**config.mk**
```make
export PLATFORM = sky130hd
export DESIGN_NAME = cpuq_top
export DESIGN_NICKNAME = d
export VERILOG_FILES = /design/src/design/cpuq_pkg.sv /design/src/design/cpuq_top.sv
export SDC_FILE = /design/constraint.sdc
export NUM_CORES = 1
export LEC_CHECK = 0
export BUFFER_PORTS_ARGS = -buffer_cell sky130_fd_sc_hd__buf_2
export CAP_MARGIN = 10
export CELL_PAD_IN_SITES_DETAIL_PLACEMENT = 1
export CELL_PAD_IN_SITES_GLOBAL_PLACEMENT = 2
export CORE_ASPECT_RATIO = 1.75
export CORE_MARGIN = 5
export CORE_UTILIZATION = 33
export DETAILED_ROUTE_END_ITERATION = 8
export HOLD_SLACK_MARGIN = 0.03
export MAX_ROUTING_LAYER = met4
export PLACE_DENSITY = 0.87
export SYNTH_ARGS = -nofsm -noshare
export SYNTH_HDL_FRONTEND = slang
export SYNTH_SLANG_ARGS = --single-unit
```
**constraint.sdc**
```tcl
create_clock -name mclk -period 1.9 [get_ports mclk]
set_input_delay 0.285 -clock mclk [delete_from_list [all_inputs] [get_ports mclk]]
set_output_delay 0.285 -clock mclk [all_outputs]
set_load 0.1 [all_outputs]
```
**src/design/cpuq_pkg.sv**
```systemverilog
// Constants, register map and types of the identification query block
package cpuq_pkg;
    // ==========================================================
    // Register map (byte addresses)
    localparam logic [7:0] ADDR_OPCODE = 8'h00;
    localparam logic [7:0] ADDR_SELECT = 8'h04;
    localparam logic [7:0] ADDR_FLAGS = 8'h08;
    localparam logic [7:0] ADDR_CR4 = 8'h0c;
    localparam logic [7:0] ADDR_RES_A = 8'h10;
    localparam logic [7:0] ADDR_RES_B = 8'h14;
    localparam logic [7:0] ADDR_RES_C = 8'h18;
    localparam logic [7:0] ADDR_RES_D = 8'h1c;
    localparam logic [7:0] ADDR_STATUS = 8'h20;
    localparam logic [7:0] ADDR_CYCLES = 8'h24;
    localparam logic [7:0] ADDR_MODE = 8'h28;
    // ==========================================================
    // Field positions
    localparam int FLAGS_PROBE_BIT = 21;
    localparam int CR4_TSC_BIT = 2;
    localparam int ST_DONE_BIT = 0;
    localparam int ST_BADOP_BIT = 1;
    localparam int ST_FAULT_BIT = 2;
    localparam int ST_BUSY_BIT = 3;
    localparam int STEP_LSB = 0;
    localparam int MODEL_LSB = 4;
    localparam int FAMILY_LSB = 8;
    localparam int TYPE_LSB = 12;
    // ==========================================================
    // Query constants
    localparam logic [15:0] QUERY_OPCODE = 16'h0fa2;
    localparam logic [31:0] SEL_STD0 = 32'h0000_0000;
    localparam logic [31:0] SEL_STD1 = 32'h0000_0001;
    localparam logic [31:0] SEL_STD2 = 32'h0000_0002;
    localparam logic [31:0] SEL_EXT0 = 32'h8000_0000;
    localparam logic [31:0] SEL_EXT1 = 32'h8000_0001;
    localparam logic [31:0] SEL_NAME0 = 32'h8000_0002;
    localparam logic [31:0] SEL_NAME1 = 32'h8000_0003;
    localparam logic [31:0] SEL_NAME2 = 32'h8000_0004;
    localparam logic [31:0] SEL_EXT5 = 32'h8000_0005;
    localparam logic [31:0] MAX_STD_LEVEL = 32'h0000_0002;
    localparam logic [31:0] MAX_EXT_LEVEL = 32'h8000_0005;
    localparam logic [31:0] FEATURE_FLAGS = 32'h0080_8131;
    localparam logic [3:0] PROC_TYPE = 4'h0;
    localparam logic [7:0] TLB_DESC = 8'h70;
    localparam logic [7:0] ONCE_DESC = 8'h01;
    localparam logic [7:0] L1_DESC = 8'h80;
    // ==========================================================
    // Reset values
    localparam logic [31:0] RST_WORD = 32'h0000_0000;
    localparam logic [15:0] RST_OPCODE = 16'h0000;
    // ==========================================================
    // Types
    typedef enum logic [0:0] {
        CPUQ_IDLE = 1'b0,
        CPUQ_EXEC = 1'b1
    } cpuq_state_t;
endpackage

```
**src/design/cpuq_top.sv**
```systemverilog
// Identification query unit with Avalon-MM register access
//
// Contract
// - Opcode 0FA2 starts query, loads four results
// - Flags bit 21 writable and reads back
// - Selector sampled at start picks result set
// - Selector zero returns 2 in EAX
// - Standard maximum ignores extended range
// - Vendor string in EBX, EDX, ECX order
// - Selector one packs stepping, model, family, type
// - Selector one EBX and ECX reserved
// - Selector one EDX bits 0,4,5,8,15,23 set
// - Cycle counter guarded by control bit 2
// - Selector two EAX byte 1 is 70h
// - Selector two EAX byte 0 is 01h
// - Selector two EDX byte 0 is 80h
// - Extended query returns value at least 80000000h
// - Decode extended selectors one through five
// - Extended maximum equals 80000005h
// - Name string 48 bytes, little-endian, NUL padded
`timescale 1ns/1ps
module cpuq_top #(
    // Identity values below are arbitrary
    parameter logic [31:0] VENDOR_B = 32'h7475_654e,
    parameter logic [31:0] VENDOR_D = 32'h436c_6172,
    parameter logic [31:0] VENDOR_C = 32'h2165_726f,
    parameter logic [3:0] FAMILY = 4'h1,
    parameter logic [3:0] MODEL = 4'h2,
    parameter logic [3:0] STEPPING = 4'h0,
    parameter logic [383:0] NAME_STR = {352'h0, 32'h6572_6f43}
) (
    input wire logic mclk,
    input wire logic sys_rst,
    input wire logic [7:0] avs_address,
    input wire logic avs_read,
    input wire logic avs_write,
    input wire logic [31:0] avs_writedata,
    input wire logic [3:0] avs_byteenable,
    output logic [31:0] avs_readdata,
    output logic avs_waitrequest
);
    import cpuq_pkg::*;

    // ==========================================================
    // Bus handshake
    logic [15:0] opcode;
    logic [31:0] selector;
    logic [31:0] sel_q;
    logic [31:0] flags;
    logic [31:0] cr4;
    logic [31:0] cycles;
    logic user_mode;
    logic st_done;
    logic st_badop;
    logic st_fault;
    cpuq_state_t state;
    logic [31:0] res [4];
    logic [31:0] look [4];
    logic [31:0] bemask;
    logic [31:0] rd_mux;
    logic [31:0] status_word;
    logic [31:0] id_word;
    wire wr_acc = avs_write & ~avs_waitrequest;
    wire rd_acc = avs_read & ~avs_waitrequest;
    wire wr_op = wr_acc & (avs_address == ADDR_OPCODE);
    wire wr_sel = wr_acc & (avs_address == ADDR_SELECT);
    wire wr_flags = wr_acc & (avs_address == ADDR_FLAGS);
    wire wr_cr4 = wr_acc & (avs_address == ADDR_CR4);
    wire wr_stat = wr_acc & (avs_address == ADDR_STATUS);
    wire wr_mode = wr_acc & (avs_address == ADDR_MODE);
    wire op_match = (avs_writedata[15:0] == QUERY_OPCODE) & (&avs_byteenable[1:0]);
    wire start = wr_op & op_match & (state == CPUQ_IDLE);
    wire bad_op = wr_op & ~start;
    wire tsc_locked = cr4[CR4_TSC_BIT] & user_mode;
    wire rd_cyc = rd_acc & (avs_address == ADDR_CYCLES);
    wire [31:0] done_clr = wr_stat ? (avs_writedata & bemask) : RST_WORD;

    assign bemask = {{8{avs_byteenable[3]}}, {8{avs_byteenable[2]}},
                     {8{avs_byteenable[1]}}, {8{avs_byteenable[0]}}};
    assign status_word = {28'h0, (state == CPUQ_EXEC), st_fault, st_badop, st_done};
    assign id_word = {16'h0, PROC_TYPE, FAMILY, MODEL, STEPPING};
    assign rd_mux = (avs_address == ADDR_OPCODE) ? {16'h0, opcode} :
                    (avs_address == ADDR_SELECT) ? selector :
                    (avs_address == ADDR_FLAGS) ? flags :
                    (avs_address == ADDR_CR4) ? cr4 :
                    (avs_address == ADDR_RES_A) ? res[0] :
                    (avs_address == ADDR_RES_B) ? res[1] :
                    (avs_address == ADDR_RES_C) ? res[2] :
                    (avs_address == ADDR_RES_D) ? res[3] :
                    (avs_address == ADDR_STATUS) ? status_word :
                    (avs_address == ADDR_CYCLES) ? (tsc_locked ? RST_WORD : cycles) :
                    (avs_address == ADDR_MODE) ? {31'h0, user_mode} : RST_WORD;

    // One wait cycle per access, answer in the cycle waitrequest is low
    always_ff @(posedge mclk)
    begin
        if (sys_rst)
        begin
            avs_waitrequest <= 1'b1;
            avs_readdata <= RST_WORD;
        end
        else
        begin
            avs_waitrequest <= ~((avs_read | avs_write) & avs_waitrequest);
            if (avs_read & avs_waitrequest)
            begin
                avs_readdata <= rd_mux;
            end
        end
    end

    // ==========================================================
    // Software visible registers
    always_ff @(posedge mclk)
    begin
        if (sys_rst)
        begin
            opcode <= RST_OPCODE;
            selector <= RST_WORD;
            flags <= RST_WORD;
            cr4 <= RST_WORD;
            user_mode <= 1'b0;
            cycles <= RST_WORD;
        end
        else
        begin
            cycles <= cycles + 32'h0000_0001;
            if (wr_op)
            begin
                opcode <= avs_writedata[15:0];
            end
            if (wr_sel)
            begin
                selector <= (selector & ~bemask) | (avs_writedata & bemask);
            end
            if (wr_flags & avs_byteenable[2])
            begin
                flags[FLAGS_PROBE_BIT] <= avs_writedata[FLAGS_PROBE_BIT];
            end
            if (wr_cr4 & avs_byteenable[0])
            begin
                cr4[CR4_TSC_BIT] <= avs_writedata[CR4_TSC_BIT];
            end
            if (wr_mode & avs_byteenable[0])
            begin
                user_mode <= avs_writedata[0];
            end
        end
    end

    // ==========================================================
    // Status flags, set wins over clear
    always_ff @(posedge mclk)
    begin
        if (sys_rst)
        begin
            st_done <= 1'b0;
            st_badop <= 1'b0;
            st_fault <= 1'b0;
        end
        else
        begin
            st_done <= (st_done & ~done_clr[ST_DONE_BIT]) | (state == CPUQ_EXEC);
            st_badop <= (st_badop & ~done_clr[ST_BADOP_BIT]) | bad_op;
            st_fault <= (st_fault & ~done_clr[ST_FAULT_BIT]) | (rd_cyc & tsc_locked);
        end
    end

    // ==========================================================
    // Query sequencer
    always_ff @(posedge mclk)
    begin
        if (sys_rst)
        begin
            state <= CPUQ_IDLE;
            sel_q <= RST_WORD;
        end
        else
        begin
            case (state)
                CPUQ_IDLE:
                begin
                    if (start)
                    begin
                        state <= CPUQ_EXEC;
                        sel_q <= selector;
                    end
                end
                CPUQ_EXEC:
                begin
                    state <= CPUQ_IDLE;
                end
                default:
                begin
                    state <= CPUQ_IDLE;
                end
            endcase
        end
    end

    // ==========================================================
    // Result lookup, order EAX EBX ECX EDX
    always_comb
    begin
        look[0] = RST_WORD;
        look[1] = RST_WORD;
        look[2] = RST_WORD;
        look[3] = RST_WORD;
        case (sel_q)
            SEL_STD0:
            begin
                look[0] = MAX_STD_LEVEL;
                look[1] = VENDOR_B;
                look[3] = VENDOR_D;
                look[2] = VENDOR_C;
            end
            SEL_STD1:
            begin
                look[0] = id_word;
                look[3] = FEATURE_FLAGS;
            end
            SEL_STD2:
            begin
                look[0] = {16'h0, TLB_DESC, ONCE_DESC};
                look[3] = {24'h0, L1_DESC};
            end
            SEL_EXT0: look[0] = MAX_EXT_LEVEL;
            SEL_EXT1:
            begin
                look[0] = id_word;
                look[3] = FEATURE_FLAGS;
            end
            SEL_NAME0:
            begin
                look[0] = NAME_STR[31:0];
                look[1] = NAME_STR[63:32];
                look[2] = NAME_STR[95:64];
                look[3] = NAME_STR[127:96];
            end
            SEL_NAME1:
            begin
                look[0] = NAME_STR[159:128];
                look[1] = NAME_STR[191:160];
                look[2] = NAME_STR[223:192];
                look[3] = NAME_STR[255:224];
            end
            SEL_NAME2:
            begin
                look[0] = NAME_STR[287:256];
                look[1] = NAME_STR[319:288];
                look[2] = NAME_STR[351:320];
                look[3] = NAME_STR[383:352];
            end
            SEL_EXT5:
            begin
                look[1] = {16'h0, TLB_DESC, ONCE_DESC};
                look[2] = {24'h0, L1_DESC};
            end
            default: look[0] = RST_WORD;
        endcase
    end

    // All four results load together
    for (genvar i = 0; i < 4; i++)
    begin : g_res
        always_ff @(posedge mclk)
        begin
            if (sys_rst)
            begin
                res[i] <= RST_WORD;
            end
            else if (state == CPUQ_EXEC)
            begin
                res[i] <= look[i];
            end
        end
    end
endmodule

```
* Word-level counts from Yosys, hierarchy flattened
Memories as Yosys holds them, arrays and structs flattened.
Cells that the tools add are included.
Widths: inputs -> output; s select.
** Word-level totals
- Bits in registers :: 152
- Bits in latches :: 0
- Bits in writable memories :: 128
- ROM bits :: 0
- Input bits :: 48
- Output and inout port bits :: 33
- Word-level logic and storage cells :: 106
- Memories kept :: 1
** Memories
- res :: depth 4, width 32, read ports 4, clocked after memory_dff 0, write ports 4, line cpuq_top.sv:57 : logic [31:0] res [4];
** Operators by class
- $add $sub $neg :: 1
- $mul :: 0
- Divide/modulo/power cells :: 0
- $lt $le $gt $ge :: 0
- Equal/unequal tests :: 17
- Shift operators :: 0
- Mux-type cells :: 27
- Bitwise gates (word level) :: 42
- Reduce and logical (&&, ||, !) cells :: 5
** Operators by type and width (count)
- $mux 32 :: 15
- $pmux 32 s5 :: 1
- $eq 32x32->1 const B :: 4
- $pmux 63 s2 :: 1
- $pmux 31 s3 :: 1
- $and 32x32->32 :: 2
- $add 32x1->32 const B :: 1
- $eq 32x1->1 const B :: 1
- $eq 32x2->1 const B :: 1
- $eq 8x5->1 const B :: 4
- $logic_not 32->1 :: 1
- $not 32->32 :: 1
- $or 32x32->32 :: 1
- $eq 8x6->1 const B :: 3
- $and 1x1->1 :: 23
- $eq 16x12->1 const B :: 1
- $eq 8x4->1 const B :: 2
- $eq 8x3->1 const B :: 1
- $logic_not 8->1 :: 1
- $or 1x1->1 :: 8
- $mux 1 :: 7
- $not 1->1 :: 7
- $reduce_and 2->1 :: 2
- $mux 3 :: 1
- 2 further kinds :: 2

* Logic depth before layout (Yosys ltp)
- Depth after elaboration :: 12
- Gate-level depth with buffers :: 8
- Gate-level depth less buffers :: 6

* Worst setup path before layout
OpenSTA, ideal clock, no wires.
- Path type :: flip-flop to flip-flop
- Start :: register avs_waitrequest
- End :: register sel_q[10]
- Setup time :: 0.128 ns
- Arrival time :: 2.198 ns
- Data required time :: 1.772 ns
- Path slack :: -0.426 ns
- Stages on the path, launching flop included :: 8
- Path buffers :: 2
- Period minus slack after synthesis :: 2.326 ns
- Path through :: dfxtp_1 -> nor2b_1 -> clkbuf_1 -> nand3_4 -> nor4_4 -> buf_6 -> mux2i_1 -> nor2_1
** Between the ends
- Cells in the longest elaborated chain, start to end :: 6
** Ends and longest elaborated chain
- start, declared :: line cpuq_top.sv:40 : output logic avs_waitrequest
- start signal, assigned :: line cpuq_top.sv:104 : avs_waitrequest <= ~((avs_read | avs_write) & avs_waitrequest);
- $not 1->1 :: line cpuq_top.sv:63 : wire wr_acc = avs_write & ~avs_waitrequest;
- $and 1x1->1 :: line cpuq_top.sv:63
- $and 1x1->1 :: line cpuq_top.sv:65 : wire wr_op = wr_acc & (avs_address == ADDR_OPCODE);
- $and 1x1->1 (2 in a row) :: line cpuq_top.sv:72 : wire start = wr_op & op_match & (state == CPUQ_IDLE);
- $reduce_and 2->1 (no line)
- end signal, assigned :: line cpuq_top.sv:186 : sel_q <= selector;
- end, declared :: line cpuq_top.sv:48 : logic [31:0] sel_q;
No other way between the ends.
A chain may end at the register's enable or synchronous reset.

==> results.toml <==
[timing]
finalSetupViolCount = 0
fin_ws_ns = 0.0326
timing.max_slew.rel_slack = 0.426
timing.setup.tns_ns = 0
finalHoldViolations = 0
layout_worst_path_cycle_share = 0.983
max_freq_mhz = 535
slew_violations = 0
fin_crit_ns = 1.87
worst_slew_pin_slew_ns = 0.862
fin_skew_ns = 0.0123

[clock_network]
clockBufferDepth = 2
worst_skew_pair.late_latency_ns = 0.44
clock_tree_from_tritoncts = "yes"
htreeDepth = 4
clock_sinks = 167
clk_transition_reported_paths_ns = 0.07
tritoncts.num_buffers = 17
clock_tree.root_cell = "sky130_fd_sc_hd__clkbuf_16"

[worst_setup_path]
crit_fanout = 4
crit_path_required_time_ns = 2.20
critical_path_class = "reg2reg"
data_arrival_critical_path_ns = 2.17
critical_path.endpoint_type = "flip-flop"
worst_setup_path_start_kind = "flip-flop"

[logic_synthesis]
ys_dominant_reg_cell = "sky130_fd_sc_hd__dfxtp_1"
synth_edf_count = 15
synthDistinctLibCells = 73
synthesis.nets = 908
ys_seq_area_frac = 0.454
ys_warn_count = 0
async_flop_share = 0
syn_inst = 859
mappedNetlistArea_um2 = 7690
number_of_synthesized_register_bits = 167
synth_area_per_cell_um2 = 8.95

[die]
die_w_um = 125
die_height_um = 212
placeableCoreArea_um2 = 23100
floorplan.die_area_um2 = 26600
initial_core_util = 0.332
ios = 81
rows = 74

[placement]
dpl_cell_area_um2 = 9360
gp_congestion = 0.973
place.detailed.hpwl_um = 23200
pre_cts_slack_ns = -0.234
placement.io_buffers = 80

[global_route]
grt_overflow = 0
grt_start_max_net_pins = 84
grt_pass1_wl_um = 45700
antenna_found_initial = 0
grt_pass1_vias = 7887
grt.total_usage = 0.231

[run_status]
outcome = "finished, final reports clean"

[power]
pwr-share-clk = 0.461
leakagePower_nw = 3.96
p_sw_mw = 1.97
power_frac_comb = 0.081
power.switching_fraction = 0.250
sequential_power_share = 0.458
power_report.internal_total_mw = 5.91
power_density_nw_per_um2 = 780
max-vdd-ir-drop_mv = 0.539

[detailed_routing]
number_of_detailed_route_iterations_in_the_first_pass = 5
via_count = 7443
drt_first_iter_violations = 362
detail_route.wl_per_cell_um = 22.1
drtAntennaViolNets = 0
wl_um = 29900
remaining_drc_errors = 0
avgViaCountPerCell = 5.48

[final_layout]
finish.instance_area_um2 = 10100
layout.area.seq_um2 = 3500
final_cell_mix = "sky130_fd_sc_hd__dfxtp_1 (149), sky130_fd_sc_hd__nor2_1 (129), sky130_fd_sc_hd__buf_4 (123), sky130_fd_sc_hd__nand2_1 (88), sky130_fd_sc_hd__buf_2 (79)"
drive_gt1_frac = 0.271
design.final.nets = 1090
multiInputGateArea_um2 = 4000
final_common_cell = "sky130_fd_sc_hd__dfxtp_1"
diodes = 0
layout.filler_cells = 2752
fin_util = 0.436
syn_to_final_growth_pct = 31.4

[min_path]
holdCritPathClass = "in2reg"

[run]
max-cap-violations = 0
cell type report:
type                            instances  area share
Inverter                                8     0.00297
Tap cell                              304      0.0377
Timing Repair Buffer                  215       0.156
Clock buffer                           21      0.0477
Multi-Input combinational cell        632       0.396
Sequential cell                       167       0.346
Clock inverter                         10      0.0136
final timing paths:
kind	startpoint	to	slack, ns	cells after the start
setup reg to reg	sel_q[7]$_SDFFE_PP0P_	res[0][8]$_SDFFCE_PN0P_	0.03	7
hold reg to reg	opcode[2]$_SDFFE_PP0P_	opcode[2]$_SDFFE_PP0P_	0.46	2
setup / recovery	sel_q[7]$_SDFFE_PP0P_	res[0][8]$_SDFFCE_PN0P_	0.03	7
hold / removal	avs_writedata[28]	flip-flop	0.07	3
critical path, cell delays in order, from the launching register on:
cell and delay, ns:
sky130_fd_sc_hd__dfxtp_2 0.34, sky130_fd_sc_hd__nor4_4 0.30, sky130_fd_sc_hd__buf_4 0.16, sky130_fd_sc_hd__nand4_1 0.23, sky130_fd_sc_hd__buf_4 0.23, sky130_fd_sc_hd__nor3_2 0.23, sky130_fd_sc_hd__nand2_2 0.12, sky130_fd_sc_hd__nand2b_1 0.11
stage by stage:
step	total power [mW]	hold slack [ns]	cells
2_1_floorplan	4.00	0.378	859
3_3_place_gp	4.32	0.444	1321
3_5_place_dp	4.33	0.452	1321
4_1_cts	7.95	0.0524	1352
5_1_grt	8.13	0.0732	1357
6_report	7.88	0.0712	1357
repair_timing:
item	in CTS	in global routing
setup endpoints to repair	1	7
gates cloned	0	1
gates resized for setup	3	12
hold buffers	0	0
pin swaps	1	6
setup buffers	0	4
power by group through the flow:
stage          clock network (mW)  logic (mW)  registers (mW)
2_1_floorplan                   0       0.231            3.77
3_3_place_gp                    0       0.629            3.69
3_5_place_dp                    0       0.635            3.69
4_1_cts                      3.70       0.637            3.61
5_1_grt                      3.85       0.675            3.61
6_report                     3.63       0.638            3.61
cells in the mapped netlist, types with 8 or more instances:
library cell,count,area share
sky130_fd_sc_hd__and3_1,10,0.0081
sky130_fd_sc_hd__nor2_1,129,0.063
sky130_fd_sc_hd__nand3_1,19,0.012
sky130_fd_sc_hd__inv_1,8,0.0039
sky130_fd_sc_hd__nor3_1,20,0.013
sky130_fd_sc_hd__a21o_1,10,0.0098
sky130_fd_sc_hd__nand4_1,14,0.011
sky130_fd_sc_hd__a21oi_1,60,0.039
sky130_fd_sc_hd__dfxtp_1,152,0.40
sky130_fd_sc_hd__mux2i_1,67,0.087
sky130_fd_sc_hd__edfxtp_1,15,0.059
sky130_fd_sc_hd__xor2_1,20,0.023
sky130_fd_sc_hd__clkbuf_1,33,0.016
sky130_fd_sc_hd__nand2_1,89,0.043
sky130_fd_sc_hd__a221oi_1,9,0.010
sky130_fd_sc_hd__a22oi_1,16,0.016
sky130_fd_sc_hd__o21ai_0,35,0.023
sky130_fd_sc_hd__buf_2,10,0.0065
sky130_fd_sc_hd__nor4_1,16,0.013
routing by layer:
layer / GRT usage / up-vias / share of wire
li1: - / 3469 / -
met5: - / - / 0
met3: 0.0323 / 61 / 0.031
met2: 0.425 / 187 / 0.55
met1: 0.240 / 3726 / 0.37
met4: 0.116 / 0 / 0.044
cell families (layout without fill, tap and decap cells):
family                     Yosys count  count (layout)  share of synthesized area
xor gates and xnor gates            25              25                     0.0285
adders and majority gates            2               2                    0.00293
muxes                               68              68                     0.0887
buffers and inverters               60             254                     0.0360
AOI/OAI and AO/OA                  180             180                      0.151
DFF                                167             167                      0.454
and+or+nand+nor                    357             357                      0.239
(Power assumes the default switching activity.)
